===== src/card_dma_pkg.sv =====
/*
 Shared constants for the card DMA mask and cycle timing block.
 Assumes a single 200 MHz clock.
*/
package card_dma_pkg;
    // ==================================================
    // register map (byte offsets from DMA base)
    localparam logic [3:0] CLEAR_OFFSET = 4'hD;
    localparam logic [3:0] MASK_OFFSET = 4'hF;
    localparam logic [7:0] MASK_RESET = 8'h01;
    localparam int MASK_BIT = 0;
    localparam int CLEAR_LANE = 1;
    localparam int MASK_LANE = 3;
    // ==================================================
    // interval counts in card clocks
    localparam logic [7:0] SETUP_IO = 8'h03;
    localparam logic [7:0] SETUP_MEM_LO = 8'h02;
    localparam logic [7:0] SETUP_MEM_HI = 8'h04;
    localparam logic [7:0] HOLD_SHORT = 8'h02;
    localparam logic [7:0] HOLD_MEM_HI = 8'h03;
    localparam logic [7:0] ACT8_IO = 8'h13;
    localparam logic [7:0] ACT8_IO_WAIT = 8'h17;
    localparam logic [7:0] ACT8_IO_ZERO = 8'h07;
    localparam logic [7:0] ACT8_MEM0 = 8'h13;
    localparam logic [7:0] ACT8_MEM_WAIT = 8'h17;
    localparam logic [7:0] ACT16_IO = 8'h07;
    localparam logic [7:0] ACT16_IO_WAIT = 8'h0B;
    localparam logic [7:0] ACT16_MEM0 = 8'h09;
    localparam logic [7:0] ACT16_MEM1 = 8'h0D;
    localparam logic [7:0] ACT16_MEM2 = 8'h11;
    localparam logic [7:0] ACT16_MEM3 = 8'h17;
    localparam logic [7:0] ACT_MEM_ZERO = 8'h05;
    localparam logic [7:0] ACT8_MEM_ZERO = 8'h07;
    // ==================================================
    // card clock: 30 ns reference period, 5 ns system clock
    localparam int CARD_CLOCK_NS = 30;
    localparam int SYS_CLOCK_NS = 5;
    localparam int CARD_DIV = (CARD_CLOCK_NS + SYS_CLOCK_NS - 1)
        / SYS_CLOCK_NS;
    typedef enum logic [3:0] {
        IDLE_type_s = 4'h1,
        SETUP_type_s = 4'h2,
        ACTIVE_type_s = 4'h4,
        HOLD_type_s = 4'h8
    } phase_type;
endpackage


===== src/cycle_req_if.sv =====
/*
 Interface carrying one card cycle request and its phase back.
 Assumes both ends share mclk.
*/
`timescale 1ns/100ps
interface cycle_req_if;
    logic start;
    logic isIo;
    logic wide;
    logic ioWaitSelect;
    logic zeroWaitSelect;
    logic [1:0] memWait;
    logic busy;
    logic cmdActive;
    logic addrValid;
    modport master(output start, isIo, wide, ioWaitSelect,
        zeroWaitSelect, memWait, input busy, cmdActive, addrValid);
    modport gen(input start, isIo, wide, ioWaitSelect,
        zeroWaitSelect, memWait, output busy, cmdActive, addrValid);
endinterface


===== src/card_cycle_gen.sv =====
/*
 Card cycle generator: setup, command active and hold phases.
 Assumes a one-cycle card clock enable from the parent.
*/
`timescale 1ns/100ps
module card_cycle_gen
    import card_dma_pkg::*;
(
    // clock and reset
    input wire logic mclk,
    input wire logic rst_b,
    input wire logic tick,
    // request
    cycle_req_if.gen req
);
    phase_type phase;
    logic [7:0] count;
    logic isIo, wide, ioWait, zeroWait;
    logic [1:0] memWait;

    // ==================================================
    // interval selection
    function automatic logic [7:0] setupLen(input logic io,
        input logic [1:0] mw);
        if (io) return SETUP_IO;
        return mw[1] ? SETUP_MEM_HI : SETUP_MEM_LO;
    endfunction

    function automatic logic [7:0] holdLen(input logic io,
        input logic [1:0] mw);
        if (io) return HOLD_SHORT;
        return mw[1] ? HOLD_MEM_HI : HOLD_SHORT;
    endfunction

    function automatic logic [7:0] activeLen(input logic io,
        input logic w, input logic ws, input logic zw,
        input logic [1:0] mw);
        if (io) begin
            if (ws) return w ? ACT16_IO_WAIT : ACT8_IO_WAIT;
            if (zw) return w ? ACT16_IO : ACT8_IO_ZERO;
            return w ? ACT16_IO : ACT8_IO;
        end
        // zero wait on memory is slower for byte-wide cycles
        if (mw == 2'h0 && zw) return w ? ACT_MEM_ZERO : ACT8_MEM_ZERO;
        if (!w) return (mw == 2'h0) ? ACT8_MEM0 : ACT8_MEM_WAIT;
        case (mw)
            2'h0: return ACT16_MEM0;
            2'h1: return ACT16_MEM1;
            2'h2: return ACT16_MEM2;
            default: return ACT16_MEM3;
        endcase
    endfunction

    // ==================================================
    // phase sequencer
    always_ff @(posedge mclk) begin
        if (!rst_b) begin
            phase <= IDLE_type_s;
            count <= 8'h00;
            isIo <= 1'b0;
            wide <= 1'b0;
            ioWait <= 1'b0;
            zeroWait <= 1'b0;
            memWait <= 2'h0;
        end else begin
            case (phase)
                IDLE_type_s: begin
                    if (req.start) begin
                        isIo <= req.isIo;
                        wide <= req.wide;
                        ioWait <= req.ioWaitSelect;
                        zeroWait <= req.zeroWaitSelect;
                        memWait <= req.memWait;
                        count <= setupLen(req.isIo, req.memWait);
                        phase <= SETUP_type_s;
                    end
                end
                SETUP_type_s: begin
                    if (tick) begin
                        if (count == 8'h01) begin
                            count <= activeLen(isIo, wide, ioWait,
                                zeroWait, memWait);
                            phase <= ACTIVE_type_s;
                        end else begin
                            count <= count - 8'h01;
                        end
                    end
                end
                ACTIVE_type_s: begin
                    if (tick) begin
                        if (count == 8'h01) begin
                            count <= holdLen(isIo, memWait);
                            phase <= HOLD_type_s;
                        end else begin
                            count <= count - 8'h01;
                        end
                    end
                end
                HOLD_type_s: begin
                    if (tick) begin
                        if (count == 8'h01) begin
                            count <= 8'h00;
                            phase <= IDLE_type_s;
                        end else begin
                            count <= count - 8'h01;
                        end
                    end
                end
                default: phase <= IDLE_type_s;
            endcase
        end
    end

    assign req.busy = (phase != IDLE_type_s);
    assign req.cmdActive = (phase == ACTIVE_type_s);
    assign req.addrValid = (phase != IDLE_type_s);
endmodule


===== src/card_dma_mask_and_cycle_timing.sv =====
/*
 Socket DMA channel clear and request mask, plus card cycle timing.
 Assumes register writes arrive as synchronous strobes with byte
 enables, and card status inputs synchronous to mclk.
*/
// Behaviour
// - Any write to the clear byte resets the whole DMA channel.
// - Only mask bit 0 exists; bits 7-1 read zero and ignore writes.
// - A set mask blocks card requests, clear lets them through; resets set.
// - Card removal sets the mask by itself.
// - Card-present flags also block the channel.
// - Cycle timing comes from the wait bits of the covering window.
// - Setup, active and hold are counted in card clocks.
// - Setup and hold depend on wait bits and on I/O versus memory.
// - Setup is 3 for I/O, 2 or 4 for memory by the upper wait bit.
// - 8-bit active is 19, 23 or 7 for I/O and 19 or 7 for memory code 0, 23 for codes 1-3.
// - 16-bit active is 7 or 11 for I/O and 9/13/17/23 or 5 for memory.
// - Hold is 2 except 3 for memory with the upper wait bit set.
`timescale 1ns/100ps
module card_dma_mask_and_cycle_timing
    import card_dma_pkg::*;
(
    // clock and reset
    input wire logic mclk,
    input wire logic rst_b,
    // register port (doubleword at base + 0Ch)
    input wire logic regWrite,
    input wire logic regRead,
    input wire logic [3:0] byteEnable,
    input wire logic [31:0] writeData,
    output logic [31:0] readData,
    // card status and request
    input wire logic cardPresent,
    input wire logic cardIs16Bit,
    input wire logic cardRemoved,
    input wire logic cardDmaRequest,
    output logic dmaRequestOut,
    output logic channelClear,
    // cycle request
    input wire logic cycleStart,
    input wire logic cycleIsIo,
    input wire logic cycleWide,
    input wire logic io_wait_select,
    input wire logic zero_wait_select,
    input wire logic [1:0] memory_wait_code,
    output logic cycleBusy,
    output logic cardCommand,
    output logic cardAddressValid
);
    logic maskBit;
    logic clearHit;
    logic chanRst_b;
    logic [2:0] divCount;
    logic tick;
    cycle_req_if req();

    // ==================================================
    // channel clear
    // the lane check is what lets neighbours be written safely
    assign clearHit = regWrite && byteEnable[CLEAR_LANE];
    assign chanRst_b = rst_b && !clearHit;

    always_ff @(posedge mclk) begin
        if (!rst_b) begin
            channelClear <= 1'b0;
        end else begin
            channelClear <= clearHit;
        end
    end

    // ==================================================
    // request mask
    // removal wins over a mask write in the same cycle; a channel clear wins over both
    always_ff @(posedge mclk) begin
        if (!chanRst_b) begin
            maskBit <= MASK_RESET[MASK_BIT];
        end else if (cardRemoved) begin
            maskBit <= 1'b1;
        end else if (regWrite && byteEnable[MASK_LANE]) begin
            maskBit <= writeData[8 * MASK_LANE + MASK_BIT];
        end
    end

    always_ff @(posedge mclk) begin
        if (!rst_b) begin
            readData <= 32'h0000_0000;
        end else if (regRead) begin
            readData <= {7'h00, maskBit, 24'h00_0000};
        end
    end

    always_ff @(posedge mclk) begin
        if (!chanRst_b) begin
            dmaRequestOut <= 1'b0;
        end else begin
            dmaRequestOut <= cardDmaRequest && !maskBit
                && cardPresent && cardIs16Bit;
        end
    end

    // ==================================================
    // card clock enable divider
    always_ff @(posedge mclk) begin
        if (!rst_b) begin
            divCount <= 3'h0;
        end else if (divCount == 3'(CARD_DIV - 1)) begin
            divCount <= 3'h0;
        end else begin
            divCount <= divCount + 3'h1;
        end
    end
    assign tick = (divCount == 3'(CARD_DIV - 1));

    // ==================================================
    // cycle generator
    assign req.start = cycleStart;
    assign req.isIo = cycleIsIo;
    assign req.wide = cycleWide;
    assign req.ioWaitSelect = io_wait_select;
    assign req.zeroWaitSelect = zero_wait_select;
    assign req.memWait = memory_wait_code;

    card_cycle_gen cycleGen (
        .mclk(mclk),
        .rst_b(chanRst_b),
        .tick(tick),
        .req(req.gen)
    );

    assign cycleBusy = req.busy;
    assign cardCommand = req.cmdActive;
    assign cardAddressValid = req.addrValid;
endmodule


===== config.mk =====
export PLATFORM = sky130hd
export DESIGN_NAME = card_dma_mask_and_cycle_timing
export DESIGN_NICKNAME = d
export VERILOG_FILES = /design/src/card_dma_pkg.sv /design/src/cycle_req_if.sv /design/src/card_cycle_gen.sv /design/src/card_dma_mask_and_cycle_timing.sv
export SDC_FILE = /design/constraint.sdc
export NUM_CORES = 1
export LEC_CHECK = 0
export CORE_MARGIN = 2
export CORE_UTILIZATION = 30
export CTS_CLUSTER_SIZE = 20
export DETAILED_ROUTE_END_ITERATION = 6
export DONT_BUFFER_PORTS = 1
export PLACE_DENSITY_LB_ADDON = 0.08
export SKIP_LAST_GASP = 1
export SLEW_MARGIN = 20
export SYNTH_ARGS = -nofsm -noshare
export SYNTH_HDL_FRONTEND = slang
export SYNTH_HIERARCHICAL = 1
export SYNTH_SLANG_ARGS = --single-unit

===== constraint.sdc =====
create_clock -name mclk -period 2 [get_ports mclk]
set_input_delay 0.2 -clock mclk [delete_from_list [all_inputs] [get_ports mclk]]
set_output_delay 0.2 -clock mclk [all_outputs]
set_load 0.03 [all_outputs]

; After elaboration in Yosys (flattened, before gate mapping)
; Cells that the tools add are included.
[word_totals]
register_bits = 25
input_bits = 51
output_inout_bits = 37
word_cells = 122
[op_classes]
addsub = 2
eq_ne = 16
n_mux = 74
n_bitwise = 2
reduce_logical = 16
[ops]
columns = cell, n
row1 = 8-bit 2-to-1 mux, 21
row2 = 1-bit 2-to-1 mux, 38
row3 = 8-bit case mux with 4 select lines, 1
row4 = 4-bit 2-to-1 mux, 7
row5 = 4-bit case mux with 4 select lines, 1
row6 = 5-bit case mux with 3 select lines, 1
row7 = 2-bit by 1-bit inequality test with 1-bit output (second input constant), 6
row8 = 5-bit 2-to-1 mux, 2
row9 = 8-bit by 1-bit == test with 1-bit output (second input constant), 1
row10 = 8-bit by 1-bit subtractor with 8-bit output (second input constant), 1
row11 = 1-bit logical AND, 7
row12 = 7-bit AND reduction, 1
row13 = 3-bit 2-to-1 mux, 2
row14 = 5-bit AND reduction, 1
row15 = 4-bit by 1-bit == test with 1-bit output (second input constant), 1
row16 = 4-bit by 2-bit == test with 1-bit output (second input constant), 1
row17 = 4-bit by 3-bit == test with 1-bit output (second input constant), 1
row18 = 4-bit == test (second input constant), 1
row19 = 4-bit by 1-bit inequality test with 1-bit output (second input constant), 1
row20 = 4-bit nonzero test, 1
row21 = 2-bit OR reduction, 2
row22 = 3-bit by 1-bit adder with 3-bit output (second input constant), 1
row23 = 3-bit == test (second input constant), 1
row24 = 2-bit by 1-bit == test with 1-bit output (second input constant), 1
row25 = 7 further kinds, 9

; Depth between registers and ports, before layout
[logic_depth]
ltp_word = 23
mapped_depth = 9
ltp_nobuf = 8

; Hierarchy
; Netlist, hierarchy kept.
[by_module_without_submodules]
columns = module, instances, cells_each, area_each_um2, seq_area_each_um2
row1 = card_cycle_gen, 1, 148, 1181.1, 360.3
row2 = card_dma_mask_and_cycle_timing, 1, 60, 521.8, 140.1

; Worst setup path after synthesis
; Ideal clock, no wire load.
[synth_path]
path_type = register to register
startpoint = reg cycleGen.phase[0]
endpoint = reg cycleGen.count[1]
setup_time_ns = 0.095
t_arrival_ns = 2.263
required_time_ns = 1.905
path_slack_ns = -0.358
stages_incl_launch_ff = 7
path_buffers = 1
synth_period_minus_slack_ns = 2.358
path_cell_list = dfxtp_1 > buf_2 > nor4b_1 > a2111oi_0 > nand2_1 > nand3_1 > a221oi_1
[synth_between]
elab_chain_cells = 3
word_cells_on_any_way = 11
classes_between = eq/ne: 8 / mux: 1 / reduce/logical: 2
[synth_lines]
columns = element, line
row1 = from (decl), card_cycle_gen.sv:16  ; phase_type phase;
row2 = from (signal assigned), card_cycle_gen.sv:58  ; phase <= IDLE_type_s;
row3 = from (signal assigned), card_cycle_gen.sv:75  ; phase <= SETUP_type_s;
row4 = from (signal assigned), card_cycle_gen.sv:83  ; phase <= ACTIVE_type_s;
row5 = 4-bit by 3-bit == test with 1-bit output (*), -
row6 = via cardCommand, card_dma_mask_and_cycle_timing.sv:47  ; output logic cardCommand,
row7 = 4-bit nonzero test (no line) or 2-bit by 1-bit inequality test with 1-bit output (tied branches), -
row8 = 5-bit AND reduction (no line), -
row9 = to (signal assigned), card_cycle_gen.sv:74  ; count <= setupLen(req.isIo, req.memWait);
row10 = to (signal assigned), card_cycle_gen.sv:81  ; count <= activeLen(isIo, wide, ioWait,
row11 = to (signal assigned), card_cycle_gen.sv:85  ; count <= count - 8'h01;
row12 = to (decl), card_cycle_gen.sv:17  ; logic [7:0] count;
; The timed path passes the listed nets; every way through them passes the cells marked *.
; A chain may end at the register's enable or synchronous reset.

; Worst setup path after layout
[layout_path]
startpoint = reg divCount[1]
endpoint = reg cycleGen.count[5]
[layout_between]
elab_chain_cells = 3
word_cells_on_any_way = 5
classes_between = eq/ne: 4 / reduce/logical: 1
[layout_lines]
columns = element, line
row1 = from (decl), card_dma_mask_and_cycle_timing.sv:53  ; logic [2:0] divCount;
row2 = from (signal assigned), card_dma_mask_and_cycle_timing.sv:109  ; divCount <= divCount + 3'h1;
row3 = 3-bit == test (*), card_dma_mask_and_cycle_timing.sv:112  ; assign tick = (divCount == 3'(CARD_DIV - 1));
row4 = via tick, card_dma_mask_and_cycle_timing.sv:54  ; logic tick;
row5 = 2-bit by 1-bit inequality test with 1-bit output (no line), -
row6 = 5-bit AND reduction (no line) (*), -
row7 = to (signal assigned), card_cycle_gen.sv:92  ; count <= holdLen(isIo, memWait);
row8 = to (signal assigned), card_cycle_gen.sv:95  ; count <= count - 8'h01;
row9 = to (signal assigned), card_cycle_gen.sv:105  ; count <= count - 8'h01;
; Marked as above.

==> results.yml <==
status:
  run_status: "finished, final reports clean"
power_and_ir_drop:
  peakVddDrop_mv: 0.284
  p_per_area_nw_per_um2: 634
  power.leakage_uw: 0.000815
  power_uw: 1210
hold_path:
  min_to: "maskBit"
  min_path_cells: 1
  hp-class: "primary input to flip-flop"
  hold_path_startpoint: "cardRemoved"
sta:
  holdWs_ns: 0.0305
  fmaxAchievable_mhz: 513
  rsz0062_at_grt: "yes"
  period_share: 0.974
  final_hold_viol_count: 0
  period_minus_slack_ns: 1.95
  setup_viol: 0
  maxSlewViolCount: 0
  skew_ns: 0.00187
layout:
  nets: 280
  area_delta_synth_final_pct: 12.2
  drive_gt1_frac: 0.228
  antenna_cells: 0
  regArea_sq_um: 503
  nFillCells: 586
  multiInputGateArea_sq_um: 1060
clock_network:
  hold_buffers: 0
  ctsRootBufferMaster: "clkbuf_8"
  cts_buffers: 3
  cts.path.max_buffers: 2
  cts_tree: "done"
  htreeDepth: 1
  clk_latency_ns: 0.27
  clock-sinks: 25
  clkSlewWorstSetupHoldPaths_ns: 0.09
floorplanning:
  initial_core_util: 0.309
  die_height_um: 79.3
  coreArea_sq_um: 5510
  pin_count: 88
  die_x_um: 79.3
  rows: 27
  dieArea_sq_um: 6290
yosys:
  avgSynthCellArea_sq_um: 8.19
  synthCells: 208
  synth_cell_type_count: 50
  yosys.area.top_type: "dfxtp_1"
  synth_common_cells: "buf_4 (33), dfxtp_1 (25), nor2_1 (22)"
  syn_area_sq_um: 1700
  yosys_warnings: 6
  ys_ff_latch: 25
  ys_seq_area_frac: 0.294
  synthMostInstantiatedCell: "buf_4"
  async_flop_share: 0
  yosysTopAreaCellShare: 0.294
  ys_top_cells_by_area: "dfxtp_1 (29%), buf_4 (15%), mux2i_1 (5.9%), nor2_1 (4.8%), a21oi_1 (3.8%)"
  synth-edff-count: 0
  synth_flop_cell: "dfxtp_1"
placement:
  gp_congestion: 0.835
  dpl.hpwl_um: 2990
  io_buffer_count: 0
routing:
  wl_per_cell_um: 12.7
  drt_iter0_drc: 69
  ant_nets: 0
  vias_per_cell: 4.86
  routed_wl_um: 3770
  drc: 0
  dr.pass1.iters: 4
  vias: 1439
global_route:
  grt_max_degree: 15
  grt_usage: 0.118
  grt_pass1_wl_um: 5940
  use_met1: 0.162
  grt_util_met3: 0.0227
  use_met2: 0.188
  grt_pass1_vias: 1263
  grt_overflow: 0
  busiest_layer: "met2"
  antenna_found_initial: 0
setup_path:
  startpoint_type: "flip-flop"
  crit_fanout: 2
  cp.arrival_ns: 2.13
  path_class: "flip-flop to flip-flop"
  worstPathRequired_ns: 2.19
  timing.rr.end: "cycleGen/count[5]"
  regToRegSetupSlack_ns: 0.05
  r2r_cells: 8
  reg2reg_from: "divCount[1]"
  end_kind: "flip-flop"
run:
  max-cap-violations: 0
## worst max-delay path by stage
stage | startpoint | to | slack (ns) | cells past startpoint
floorplan | divCount[0] | cycleGen/count[5] | 0.08 | 7
finish | divCount[1] | cycleGen/count[5] | 0.05 | 8
global placement | divCount[1] | cycleGen/count[5] | -0.02 | 8
global route | cycleGen/count[1] | cycleGen/count[0] | -0.02 | 8
CTS | divCount[1] | cycleGen/count[5] | -0.006 | 8
detailed placement | divCount[1] | cycleGen/count[5] | -0.03 | 8
## cell usage in the layout, fill, tap and decap left out, drive strengths merged, types with 4 or more instances in the layout
cell / netlist / layout
inv: 10 / 10
mux2i: 10 / 10
buf: 37 / 22
or3: 5 / 5
nor2: 22 / 22
nand2: 9 / 9
o21ai: 8 / 8
conb: 1 / 31
nor2b: 4 / 4
ha: 4 / 4
nor3: 7 / 7
dfxtp: 25 / 25
a21oi: 13 / 13
## registers in the layout (all words and copies together) (netlist names)
register and cells:
cycleGen/wide 1, cycleGen/phase 4, channelClear 1, readData 1
cycleGen/ioWait 1, cycleGen/count 8, dmaRequestOut 1, cycleGen/isIo 1
divCount 3, maskBit 1, cycleGen/memWait 2, cycleGen/zeroWait 1
## critical path, cell delays in order, from the launching register on
cell,delay [ns]
dfxtp_2,0.33
inv_2,0.07
ha_4,0.12
and2_4,0.16
nand2_2,0.06
a2bb2oi_2,0.14
o31a_1,0.33
or4_1,0.42
a221oi_2,0.24
## kinds of logic (layout without fill, tap and decap cells)
family          Yosys count  count (layout)  share of synthesized area
buf+inv                  50              36                      0.186
flops                    25              25                      0.294
xor+xnor                  5               5                     0.0257
compound gates           45              45                      0.187
mux                      10              10                     0.0588
other cells               1              31                    0.00220
fa+ha+maj                 4               4                     0.0294
simple gates             68              68                      0.217
## layer usage
| layer | vias to the layer above | part of all wire | wire length, um |
|---|---|---|---|
| met5 | - | 0 | 0 |
| met3 | 6 | 0.050 | 189 |
| li1 | 709 | - | - |
| met4 | 0 | 0.013 | 49 |
| met1 | 678 | 0.46 | 1730 |
| met2 | 46 | 0.48 | 1800 |
## power by group
| part | switching [uW] | internal, uW |
|---|---|---|
| Clock | 168 | 140 |
| Sequential | 28.8 | 522 |
| Combinational | 223 | 130 |
## cell type report
type	count	share of cell area
Sequential cell	25	0.263
Clock inverter	1	0.00262
Timing Repair Buffer	22	0.0904
Multi-Input combinational cell	163	0.555
Inverter	10	0.0196
Clock buffer	3	0.0216
Tap cell	72	0.0472
## metrics by stage
stage          setup TNS (ns)  setup slack (ns)  cell area, sq um  instances   util
2_1_floorplan               0            0.0798              1820        238      -
3_3_place_gp          -0.0224           -0.0213              1790        291  0.325
3_5_place_dp          -0.0348           -0.0348              1790        291  0.325
4_1_cts              -0.00599          -0.00599              1850        295  0.335
5_1_grt               -0.0204           -0.0204              1910        296  0.347
6_report                    0            0.0523              1910        296  0.347
## what timing repair did
item	CTS	global route
hold endpoints to repair	0	0
setup buffers	0	1
gates resized for setup	3	17
pin swaps	0	7
endpoints found under the setup margin	3	6
No activity file was read; power rests on OpenSTA's default activity.
